[config.mk]
export PLATFORM = sky130hd
export DESIGN_NAME = pdw_timer
export DESIGN_NICKNAME = d
export VERILOG_FILES = /design/src/rtl/pdw_pkg.sv /design/src/rtl/pdw_lsrc_tick.sv /design/src/rtl/pdw_prescaler.sv /design/src/rtl/pdw_timer.sv
export SDC_FILE = /design/constraint.sdc
export NUM_CORES = 1
export LEC_CHECK = 0
export BUFFER_PORTS_ARGS = -buffer_cell sky130_fd_sc_hd__clkbuf_2
export CAP_MARGIN = 20
export CORE_MARGIN = 1
export CORE_UTILIZATION = 56
export DETAILED_ROUTE_END_ITERATION = 16
export GPL_ROUTABILITY_DRIVEN = 0
export PLACE_DENSITY = 0.85
export SKIP_CTS_REPAIR_TIMING = 1
export SLEW_MARGIN = 20
export SYNTH_ARGS = -nofsm -noshare
export SYNTH_HDL_FRONTEND = slang
export SYNTH_HIERARCHICAL = 1
export SYNTH_SLANG_ARGS = --single-unit
export TNS_END_PERCENT = 20
[constraint.sdc]
create_clock -name CLOCK -period 4.7 [get_ports CLOCK]
set_input_delay 0.235 -clock CLOCK [delete_from_list [all_inputs] [get_ports CLOCK]]
set_output_delay 0.235 -clock CLOCK [all_outputs]
set_load 0.02 [all_outputs]
[src/rtl/pdw_pkg.sv]
package pdw_pkg;

   // Clock rates
   localparam int unsigned CLK_FREQ_HZ    = 40_000_000;
   localparam int unsigned LSRC_FREQ_HZ   = 10_000;
   localparam int unsigned LSRC_DIV       = CLK_FREQ_HZ / LSRC_FREQ_HZ;
   localparam int unsigned LSRC_W         = 16;

   // Counter and prescaler shape
   localparam int unsigned CNT_W          = 6;
   localparam int unsigned PRE_W          = 10;
   localparam int unsigned PS_W           = 3;
   localparam logic [CNT_W-1:0] CNT_LAST  = 6'h3F;
   localparam logic [CNT_W-1:0] CNT_ZERO  = 6'h00;

   // Bus shape
   localparam int unsigned ADDR_W         = 10;
   localparam int unsigned DATA_W         = 32;
   localparam int unsigned IDX_W          = 8;
   localparam int unsigned REG_W          = 8;
   localparam logic [1:0]  RESP_OKAY      = 2'h0;
   localparam logic [1:0]  RESP_SLVERR    = 2'h2;

   // Register indices; byte address is four times the index
   localparam logic [IDX_W-1:0] IDX_CTRL     = 8'hAB;
   localparam logic [IDX_W-1:0] IDX_GIE      = 8'hA8;
   localparam logic [IDX_W-1:0] IDX_EIE      = 8'hBD;
   localparam logic [IDX_W-1:0] IDX_IRQ_STAT = 8'hB0;
   localparam logic [IDX_W-1:0] IDX_IRQ_CLR  = 8'hB1;
   localparam logic [IDX_W-1:0] IDX_IRQ_EN   = 8'hB2;
   localparam logic [IDX_W-1:0] IDX_COUNT    = 8'hB3;

   // Control register fields
   localparam int unsigned CTRL_EN_BIT    = 7;
   localparam int unsigned CTRL_CLR_BIT   = 6;
   localparam int unsigned CTRL_FLAG_BIT  = 5;
   localparam int unsigned CTRL_PS_LSB    = 0;
   localparam logic [REG_W-1:0] CTRL_RESET = 8'h00;

   // Enable bits of the interrupt enable registers
   localparam int unsigned EIE_WAKE_BIT   = 1;
   localparam int unsigned GIE_BIT        = 7;

   // Sticky event bits
   localparam int unsigned IRQ_W          = 2;
   localparam int unsigned IRQ_TIMEOUT    = 0;
   localparam int unsigned IRQ_WAKE       = 1;
   localparam logic [IRQ_W-1:0] IRQ_RESET = 2'h0;

endpackage

[src/rtl/pdw_lsrc_tick.sv]
`timescale 1ns/1ps

// Free-running stand-in for the low-speed RC oscillator
module pdw_lsrc_tick #(
   parameter int unsigned DIV = pdw_pkg::LSRC_DIV
) (
   input  wire logic clk,
   input  wire logic srst,
   output logic      tick
);

   localparam logic [pdw_pkg::LSRC_W-1:0] LAST =
      pdw_pkg::LSRC_W'(DIV - 1);

   logic [pdw_pkg::LSRC_W-1:0] cnt_q;

   always_ff @(posedge clk) begin
      if (srst) begin
         cnt_q <= '0;
         tick  <= 1'b0;
      end else if (cnt_q == LAST) begin
         cnt_q <= '0;
         tick  <= 1'b1;
      end else begin
         cnt_q <= cnt_q + 1'b1;
         tick  <= 1'b0;
      end
   end

endmodule

[src/rtl/pdw_prescaler.sv]
`timescale 1ns/1ps

module pdw_prescaler (
   input  wire logic                       clk,
   input  wire logic                       srst,
   input  wire logic                       clear,
   input  wire logic                       run,
   input  wire logic                       src_tick,
   input  wire logic [pdw_pkg::PS_W-1:0]   sel,
   output logic                            div_tick
);

   logic [pdw_pkg::PRE_W-1:0] cnt_q;

   // Last count of each ratio: 1,4,8,32,64,256,512,1024
   function automatic logic [pdw_pkg::PRE_W-1:0] last_of(
      input logic [pdw_pkg::PS_W-1:0] s);
      unique case (s)
         3'h0: last_of = 10'h000;
         3'h1: last_of = 10'h003;
         3'h2: last_of = 10'h007;
         3'h3: last_of = 10'h01F;
         3'h4: last_of = 10'h03F;
         3'h5: last_of = 10'h0FF;
         3'h6: last_of = 10'h1FF;
         3'h7: last_of = 10'h3FF;
      endcase
   endfunction

   always_ff @(posedge clk) begin
      if (srst || clear) begin
         cnt_q    <= '0;
         div_tick <= 1'b0;
      end else if (run && src_tick) begin
         // Ratio change mid-count takes effect at once; a count already past the new last ends at the next tick
         if (cnt_q >= last_of(sel)) begin
            cnt_q    <= '0;
            div_tick <= 1'b1;
         end else begin
            cnt_q    <= cnt_q + 1'b1;
            div_tick <= 1'b0;
         end
      end else begin
         div_tick <= 1'b0;
      end
   end

endmodule

[src/rtl/pdw_timer.sv]
// Decided for this implementation: the AXI4-Lite register port.
`timescale 1ns/1ps

module pdw_timer #(
   parameter int unsigned LSRC_DIV = pdw_pkg::LSRC_DIV
) (
   input  wire logic                          CLOCK,
   input  wire logic                          SRST,
   input  wire logic [pdw_pkg::ADDR_W-1:0]    AWADDR,
   input  wire logic [2:0]                    AWPROT,
   input  wire logic                          AWVALID,
   output logic                               AWREADY,
   input  wire logic [pdw_pkg::DATA_W-1:0]    WDATA,
   input  wire logic [3:0]                    WSTRB,
   input  wire logic                          WVALID,
   output logic                               WREADY,
   output logic [1:0]                         BRESP,
   output logic                               BVALID,
   input  wire logic                          BREADY,
   input  wire logic [pdw_pkg::ADDR_W-1:0]    ARADDR,
   input  wire logic [2:0]                    ARPROT,
   input  wire logic                          ARVALID,
   output logic                               ARREADY,
   output logic [pdw_pkg::DATA_W-1:0]         RDATA,
   output logic [1:0]                         RRESP,
   output logic                               RVALID,
   input  wire logic                          RREADY,
   input  wire logic                          IDLE_MODE,
   input  wire logic                          POWER_DOWN_MODE,
   output logic                               IRQ,
   output logic                               WAKEUP
);

   // Write channel state
   logic                         aw_full_q;
   logic                         aw_full_d;
   logic [pdw_pkg::IDX_W-1:0]    aw_idx_q;
   logic                         w_full_q;
   logic                         w_full_d;
   logic [pdw_pkg::REG_W-1:0]    w_data_q;
   logic                         w_lane_q;
   logic                         wr_go;
   logic                         wr_byte;
   logic                         wr_ok;

   // Timer state
   logic                         timer_enable_q;
   logic [pdw_pkg::PS_W-1:0]     prescale_select_q;
   logic                         timeout_flag_q;
   logic [pdw_pkg::CNT_W-1:0]    wakeup_counter_q;
   logic                         wakeup_irq_enable_q;
   logic                         global_irq_enable_q;
   logic [pdw_pkg::IRQ_W-1:0]    irq_stat_q;
   logic [pdw_pkg::IRQ_W-1:0]    irq_en_q;
   logic                         count_clear;
   logic                         lsrc_tick;
   logic                         div_tick;
   logic                         timeout;
   logic                         asleep;
   logic [pdw_pkg::IRQ_W-1:0]    irq_set;

   // Read path
   logic [pdw_pkg::IDX_W-1:0]    rd_idx;
   logic [pdw_pkg::REG_W-1:0]    rd_val;
   logic                         rd_hit;

   // Register map membership, shared by read and write decode
   function automatic logic idx_mapped(
      input logic [pdw_pkg::IDX_W-1:0] idx);
      idx_mapped = (idx == pdw_pkg::IDX_CTRL)
                || (idx == pdw_pkg::IDX_GIE)
                || (idx == pdw_pkg::IDX_EIE)
                || (idx == pdw_pkg::IDX_IRQ_STAT)
                || (idx == pdw_pkg::IDX_IRQ_CLR)
                || (idx == pdw_pkg::IDX_IRQ_EN)
                || (idx == pdw_pkg::IDX_COUNT);
   endfunction

   function automatic logic [pdw_pkg::IDX_W-1:0] idx_of(
      input logic [pdw_pkg::ADDR_W-1:0] a);
      idx_of = a[pdw_pkg::ADDR_W-1:2];
   endfunction

   // AXI4-Lite write: address and data taken in either order
   always_comb begin
      wr_go     = aw_full_q && w_full_q && !BVALID;
      aw_full_d = aw_full_q || (AWVALID && AWREADY);
      w_full_d  = w_full_q || (WVALID && WREADY);
      if (wr_go) begin
         aw_full_d = 1'b0;
         w_full_d  = 1'b0;
      end
   end

   always_ff @(posedge CLOCK) begin
      if (SRST) begin
         aw_full_q <= 1'b0;
         w_full_q  <= 1'b0;
         AWREADY   <= 1'b0;
         WREADY    <= 1'b0;
      end else begin
         aw_full_q <= aw_full_d;
         w_full_q  <= w_full_d;
         AWREADY   <= !aw_full_d;
         WREADY    <= !w_full_d;
      end
   end

   always_ff @(posedge CLOCK) begin
      if (SRST) begin
         aw_idx_q <= '0;
         w_data_q <= '0;
         w_lane_q <= 1'b0;
      end else begin
         if (AWVALID && AWREADY) begin
            aw_idx_q <= idx_of(AWADDR);
         end
         if (WVALID && WREADY) begin
            w_data_q <= WDATA[pdw_pkg::REG_W-1:0];
            w_lane_q <= WSTRB[0];
         end
      end
   end

   // Only byte lane 0 holds register bits
   assign wr_ok   = idx_mapped(aw_idx_q);
   assign wr_byte = wr_go && wr_ok && w_lane_q;

   always_ff @(posedge CLOCK) begin
      if (SRST) begin
         BVALID <= 1'b0;
         BRESP  <= pdw_pkg::RESP_OKAY;
      end else if (wr_go) begin
         BVALID <= 1'b1;
         BRESP  <= wr_ok ? pdw_pkg::RESP_OKAY : pdw_pkg::RESP_SLVERR;
      end else if (BREADY) begin
         BVALID <= 1'b0;
      end
   end

   // Control register fields
   always_ff @(posedge CLOCK) begin
      if (SRST) begin
         timer_enable_q    <= pdw_pkg::CTRL_RESET[pdw_pkg::CTRL_EN_BIT];
         prescale_select_q <=
            pdw_pkg::CTRL_RESET[pdw_pkg::CTRL_PS_LSB +: pdw_pkg::PS_W];
      end else if (wr_byte && aw_idx_q == pdw_pkg::IDX_CTRL) begin
         timer_enable_q    <= w_data_q[pdw_pkg::CTRL_EN_BIT];
         prescale_select_q <=
            w_data_q[pdw_pkg::CTRL_PS_LSB +: pdw_pkg::PS_W];
      end
   end

   // Clear is a one-cycle strobe, never stored, so it reads back zero
   assign count_clear = wr_byte && (aw_idx_q == pdw_pkg::IDX_CTRL)
                     && w_data_q[pdw_pkg::CTRL_CLR_BIT];

   // Flag: hardware set wins over a software write in the same cycle
   always_ff @(posedge CLOCK) begin
      if (SRST) begin
         timeout_flag_q <= pdw_pkg::CTRL_RESET[pdw_pkg::CTRL_FLAG_BIT];
      end else if (timeout) begin
         timeout_flag_q <= 1'b1;
      end else if (wr_byte && aw_idx_q == pdw_pkg::IDX_CTRL) begin
         timeout_flag_q <= w_data_q[pdw_pkg::CTRL_FLAG_BIT];
      end
   end

   always_ff @(posedge CLOCK) begin
      if (SRST) begin
         wakeup_irq_enable_q <= 1'b0;
         global_irq_enable_q <= 1'b0;
         irq_en_q            <= pdw_pkg::IRQ_RESET;
      end else if (wr_byte) begin
         if (aw_idx_q == pdw_pkg::IDX_EIE) begin
            wakeup_irq_enable_q <= w_data_q[pdw_pkg::EIE_WAKE_BIT];
         end
         if (aw_idx_q == pdw_pkg::IDX_GIE) begin
            global_irq_enable_q <= w_data_q[pdw_pkg::GIE_BIT];
         end
         if (aw_idx_q == pdw_pkg::IDX_IRQ_EN) begin
            irq_en_q <= w_data_q[pdw_pkg::IRQ_W-1:0];
         end
      end
   end

   // Low-speed source; LSRC_DIV may be shortened for simulation
   pdw_lsrc_tick #(
      .DIV      (LSRC_DIV)
   ) u_lsrc (
      .clk      (CLOCK),
      .srst     (SRST),
      .tick     (lsrc_tick)
   );

   pdw_prescaler u_pre (
      .clk      (CLOCK),
      .srst     (SRST),
      .clear    (count_clear),
      .run      (timer_enable_q),
      .src_tick (lsrc_tick),
      .sel      (prescale_select_q),
      .div_tick (div_tick)
   );

   // A disable between the tick and its use drops that tick
   assign timeout = timer_enable_q && div_tick && !count_clear
                 && (wakeup_counter_q == pdw_pkg::CNT_LAST);

   always_ff @(posedge CLOCK) begin
      if (SRST) begin
         wakeup_counter_q <= pdw_pkg::CNT_ZERO;
      end else if (count_clear) begin
         wakeup_counter_q <= pdw_pkg::CNT_ZERO;
      end else if (timer_enable_q && div_tick) begin
         // Natural wrap from the last count back to zero
         wakeup_counter_q <= wakeup_counter_q + 1'b1;
      end
   end

   assign asleep = IDLE_MODE || POWER_DOWN_MODE;

   always_comb begin
      irq_set              = '0;
      irq_set[pdw_pkg::IRQ_TIMEOUT] = timeout;
      irq_set[pdw_pkg::IRQ_WAKE]    = timeout && asleep;
   end

   // Sticky events; a set in the clearing cycle survives
   always_ff @(posedge CLOCK) begin
      if (SRST) begin
         irq_stat_q <= pdw_pkg::IRQ_RESET;
      end else if (wr_byte && aw_idx_q == pdw_pkg::IDX_IRQ_CLR) begin
         irq_stat_q <= (irq_stat_q & ~w_data_q[pdw_pkg::IRQ_W-1:0])
                     | irq_set;
      end else begin
         irq_stat_q <= irq_stat_q | irq_set;
      end
   end

   always_ff @(posedge CLOCK) begin
      if (SRST) begin
         IRQ <= 1'b0;
      end else begin
         IRQ <= wakeup_irq_enable_q && global_irq_enable_q
             && |(irq_stat_q & irq_en_q);
      end
   end

   // Wake request is a pulse; the power controller holds its own state
   always_ff @(posedge CLOCK) begin
      if (SRST) begin
         WAKEUP <= 1'b0;
      end else begin
         WAKEUP <= timeout && asleep;
      end
   end

   // AXI4-Lite read
   assign rd_idx = idx_of(ARADDR);
   assign rd_hit = idx_mapped(rd_idx);

   always_comb begin
      rd_val = '0;
      unique case (rd_idx)
         pdw_pkg::IDX_CTRL: begin
            rd_val[pdw_pkg::CTRL_EN_BIT]   = timer_enable_q;
            rd_val[pdw_pkg::CTRL_FLAG_BIT] = timeout_flag_q;
            rd_val[pdw_pkg::CTRL_PS_LSB +: pdw_pkg::PS_W] =
               prescale_select_q;
         end
         pdw_pkg::IDX_GIE: begin
            rd_val[pdw_pkg::GIE_BIT] = global_irq_enable_q;
         end
         pdw_pkg::IDX_EIE: begin
            rd_val[pdw_pkg::EIE_WAKE_BIT] = wakeup_irq_enable_q;
         end
         pdw_pkg::IDX_IRQ_STAT: begin
            rd_val[pdw_pkg::IRQ_W-1:0] = irq_stat_q;
         end
         pdw_pkg::IDX_IRQ_EN: begin
            rd_val[pdw_pkg::IRQ_W-1:0] = irq_en_q;
         end
         pdw_pkg::IDX_COUNT: begin
            rd_val[pdw_pkg::CNT_W-1:0] = wakeup_counter_q;
         end
         default: begin
            rd_val = '0;
         end
      endcase
   end

   always_ff @(posedge CLOCK) begin
      if (SRST) begin
         ARREADY <= 1'b0;
         RVALID  <= 1'b0;
         RDATA   <= '0;
         RRESP   <= pdw_pkg::RESP_OKAY;
      end else if (RVALID) begin
         if (RREADY) begin
            RVALID  <= 1'b0;
            ARREADY <= 1'b1;
         end
      end else if (ARVALID && ARREADY) begin
         ARREADY <= 1'b0;
         RVALID  <= 1'b1;
         RDATA   <= {{(pdw_pkg::DATA_W-pdw_pkg::REG_W){1'b0}}, rd_val};
         RRESP   <= rd_hit ? pdw_pkg::RESP_OKAY : pdw_pkg::RESP_SLVERR;
      end else begin
         ARREADY <= 1'b1;
      end
   end

endmodule

==> impl_metrics.prom <==
# TYPE chip_impl_metric gauge
chip_impl_info{name="combinational_family_with_the_most_area_after_synthesis",value="simple AND/OR/NAND/NOR gates"} 1
chip_impl_metric{name="later_pin_clock_latency_in_the_skew_report",unit="ns"} 0.36
chip_impl_info{name="ys_top_cells_by_area",value="dfxtp_1 (39%), buf_4 (5.0%), nor2_1 (4.6%)"} 1
chip_impl_metric{name="drt-pass1-iter-count",unit=""} 6
chip_impl_metric{name="timing.max_cap.violations",unit=""} 0
chip_impl_metric{name="synth_compound_gate_area_share",unit="%"} 11.9
chip_impl_info{name="timing.critical_path.to_type",value="flop"} 1
chip_impl_metric{name="number_of_warning_messages_in_the_yosys_log",unit=""} 6
chip_impl_metric{name="postRouteWirelength",unit="um"} 8050
chip_impl_info{name="rsz_0062_raised_after_global_routing",value="false"} 1
chip_impl_metric{name="setup_viol",unit=""} 0
chip_impl_metric{name="multi_input_area",unit="um^2"} 2220
chip_impl_metric{name="yosysSeqAreaShare",unit="%"} 38.7
chip_impl_metric{name="synth.avg_cell_area",unit="um^2"} 8.69
chip_impl_info{name="critical_path.startpoint",value="prescale_select_q[2]"} 1
chip_impl_metric{name="timing.fmax",unit="MHz"} 390
chip_impl_metric{name="ioPinCount",unit=""} 114
chip_impl_metric{name="htree_num_levels",unit=""} 3
chip_impl_metric{name="worst-path-max-fanout",unit=""} 9
chip_impl_metric{name="place.port_buffers",unit=""} 47
chip_impl_metric{name="floorplan.initialDensity",unit="%"} 58.7
chip_impl_metric{name="number_of_flops_mapped_to_enable_cells_by_yosys",unit=""} 0
chip_impl_info{name="timing.critical_path.slowest_stage_cell",value="or4b_1"} 1
chip_impl_metric{name="grt_antenna_before_repair",unit=""} 0
chip_impl_metric{name="yosys.cell_types.count",unit=""} 69
chip_impl_metric{name="detailed_place.area",unit="um^2"} 4180
chip_impl_metric{name="first_global_vias",unit=""} 2976
chip_impl_info{name="outcome",value="complete, no violations"} 1
chip_impl_metric{name="route.antenna.remaining_nets",unit=""} 0
chip_impl_info{name="min_from",value="IDLE_MODE"} 1
chip_impl_metric{name="cpPeakStageDelay",unit="ns"} 0.53
chip_impl_metric{name="drc_errors",unit=""} 0
chip_impl_info{name="yosys.area.top_type",value="dfxtp_1"} 1
chip_impl_metric{name="fp.dieArea",unit="um^2"} 7550
chip_impl_metric{name="adder_cell_share_of_the_synthesized_area",unit="%"} 3.41
chip_impl_metric{name="dp_worst_setup_slack",unit="ns"} 2.20
chip_impl_metric{name="slew_at_the_pin_closest_to_its_max_slew_limit",unit="ns"} 0.645
chip_impl_metric{name="postSynthRegisterBits",unit=""} 78
chip_impl_metric{name="maximum_buffer_depth_of_the_clock_tree",unit=""} 2
chip_impl_metric{name="finish.net_count",unit=""} 584
chip_impl_metric{name="antenna-diode-count",unit=""} 0
chip_impl_metric{name="pwrdens",unit="nW/um^2"} 309
chip_impl_metric{name="final_period_minus_worst_setup_slack",unit="ns"} 2.57
chip_impl_metric{name="layout-drive-gt1-share",unit="%"} 17.6
chip_impl_metric{name="clk_pin_slew_worst_paths",unit="ns"} 0.09
chip_impl_metric{name="core-area",unit="um^2"} 6870
chip_impl_metric{name="dieHeight",unit="um"} 86.9
chip_impl_metric{name="slew_headroom",unit="%"} 56.3
chip_impl_metric{name="numCtsBuffers",unit=""} 9
chip_impl_metric{name="dp.final_hpwl",unit="um"} 5750
chip_impl_info{name="worstReg2RegStart",value="prescale_select_q[2]"} 1
chip_impl_metric{name="vias_per_cell",unit=""} 5.59
chip_impl_metric{name="detail_route.iter0.violations",unit=""} 177
chip_impl_metric{name="area_share_of_and_or_nand_nor_cells_after_synthesis",unit="%"} 28.9
chip_impl_metric{name="grt_max_degree",unit=""} 63
chip_impl_metric{name="num_vias",unit=""} 3373
chip_impl_metric{name="timing.critical_path.buf_inv",unit=""} 0
chip_impl_metric{name="tritoncts_num_sinks",unit=""} 78
chip_impl_metric{name="sequential_standard_cell_area",unit="um^2"} 1560
chip_impl_metric{name="syn_to_final_growth",unit="%"} 9.40
chip_impl_metric{name="fill_cells",unit=""} 545
chip_impl_info{name="cts_tree",value="built"} 1
chip_impl_metric{name="skew",unit="ns"} 0.0117
chip_impl_metric{name="post-route-worst-setup-slack",unit="ns"} 2.13
chip_impl_metric{name="gr-usage-all-layers",unit="%"} 22.4
chip_impl_info{name="yosys-top-cells-count",value="dfxtp_1 (78), nor2_1 (49), nand2_1 (40), nand3_1 (34), a21oi_1 (29)"} 1
chip_impl_info{name="critPathTopFamily",value="compound AO/OA/AOI/OAI gates"} 1
chip_impl_metric{name="timing_hold_violations_final",unit=""} 0
chip_impl_info{name="path_cells",value="o21ai_0, ha_1, and3_1, o21ai_0, o311ai_1, or4b_1, a311oi_2"} 1
chip_impl_metric{name="route.detailed.wl_per_inst",unit="um"} 13.3
chip_impl_metric{name="yosysTopAreaCellShare",unit="%"} 38.7
chip_impl_info{name="cts_root_buffer",value="clkbuf_8"} 1
chip_impl_metric{name="leakage",unit="nW"} 1.68
chip_impl_metric{name="peakVddDrop",unit="mV"} 0.248
chip_impl_metric{name="crit_required",unit="ns"} 4.97
chip_impl_metric{name="timing.final.crit_share",unit="%"} 54.6
chip_impl_metric{name="setup-tns-final",unit="ns"} 0
chip_impl_metric{name="report.final.slew_viol_count",unit=""} 0
chip_impl_metric{name="floorplan.die.width",unit="um"} 86.9
chip_impl_metric{name="synth_xor_xnor_area_share",unit="%"} 5.65
chip_impl_metric{name="row_count",unit=""} 30
chip_impl_info{name="critical_path_start_end_classification",value="reg -> reg"} 1
chip_impl_info{name="hold_path.class",value="in -> reg"} 1
chip_impl_info{name="cp_common_cell",value="o21ai_0"} 1
chip_impl_info{name="timing.critical_path.from_type",value="flop"} 1
chip_impl_metric{name="gr-total-overflow",unit=""} 0
chip_impl_metric{name="synthesis.instances",unit=""} 464
chip_impl_info{name="synth_ff_type",value="dfxtp_1"} 1
chip_impl_metric{name="grt_pass1_wl",unit="um"} 13400
chip_impl_info{name="synth_most_common_cell",value="dfxtp_1"} 1
chip_impl_metric{name="worstPathArrival",unit="ns"} 2.83
chip_impl_metric{name="synthesis.area",unit="um^2"} 4030
chip_impl_metric{name="post-route-cell-area",unit="um^2"} 4410
chip_impl_metric{name="synth-async-reset-ratio",unit="%"} 0
chip_impl_metric{name="synth_mux_area_share",unit="%"} 2.61
==> cell usage in the layout, fill, tap and decap left out, types with 3 or more instances in the layout <==
cell and n:
a21oi_1 29, a22oi_1 3, and2_1 3, and3_1 4, and4_1 5, and4b_1 3
clkbuf_2 47, clkbuf_8 9, conb_1 27, dfxtp_1 78, ha_1 11, inv_1 11
mux2i_1 9, nand2_1 40, nand2b_1 6, nand3_1 34, nand3b_1 5, nand4_1 13
nor2_1 49, nor2b_1 3, nor3_1 9, nor4_1 13, o21ai_0 8, o41ai_2 3
xnor2_1 19, xor2_1 7
==> cell families (layout without fill, tap and decap cells) <==
| logic type | count (synthesis) | after routing |
|---|---|---|
| simple gates | 212 | 212 |
| flops | 78 | 78 |
| compound gates | 68 | 68 |
| buf+inv | 58 | 75 |
| xor+xnor | 26 | 26 |
| fa+ha+maj | 11 | 11 |
| mux | 10 | 10 |
| other cells | 1 | 27 |
==> worst paths after layout <==
check,slack (ns),depth (start not counted),end
worst max-delay path,2.13,7,u_pre/cnt_q[2]
worst min-delay path,0.1,3,WAKEUP
worst max register to register,2.13,7,u_pre/cnt_q[2]
worst min register to register,0.46,2,w_data_q[2]
==> cell type report <==
type                       instances  area share (%)
timing repair buffer              48            5.50
clock inverter                     7            2.38
tap                               96            2.72
clock buffer                       9            2.81
inverter                          11           0.936
multi-input combinational        354            50.3
sequential                        78            35.4
==> per-stage QoR <==
stage / util, % / power [mW] / hold slack, ns / cells
2_1_floorplan: - / 0.797 / 0.307 / 490
3_3_place_gp: 60.9 / 0.805 / 0.443 / 587
3_5_place_dp: 60.9 / 0.809 / 0.450 / 587
4_1_cts: 64.2 / 1.37 / 0.0894 / 603
5_1_grt: 64.2 / 1.41 / 0.0905 / 603
6_report: 64.2 / 1.36 / 0.0996 / 603
==> power breakdown <==
group          switching, mW  leakage (nW)  total, mW  internal [mW]
logic                 0.0704         0.940      0.102         0.0320
clock network          0.262         0.112      0.568          0.306
registers             0.0173         0.632      0.692          0.675
==> per-layer routing <==
layer  global-route usage [%]  share of wire [%]  vias up
met5                        0                  0        -
met4                     11.5                2.3        0
met3                     4.83                5.0       17
met2                     35.5                 47      115
met1                     28.9                 45     1563
li1                         -                  -     1678
==> worst register-to-register path, delay by kind of cell, from the launching register on <==
family,cells,cell delay [ns]
compound gates,4,0.93
simple gates,2,0.71
flops,1,0.51
fa+ha+maj,1,0.33
==> sequential cells by signal (all words and copies together), names as in the netlist, 3 cells and up <==
register / flops
u_pre/cnt_q: 10
wakeup_counter_q: 6
w_data_q: 6
RDATA: 7
prescale_select_q: 3
u_lsrc/cnt_q: 16
aw_idx_q: 8
Note: power is estimated with default switching activity, not from simulation.
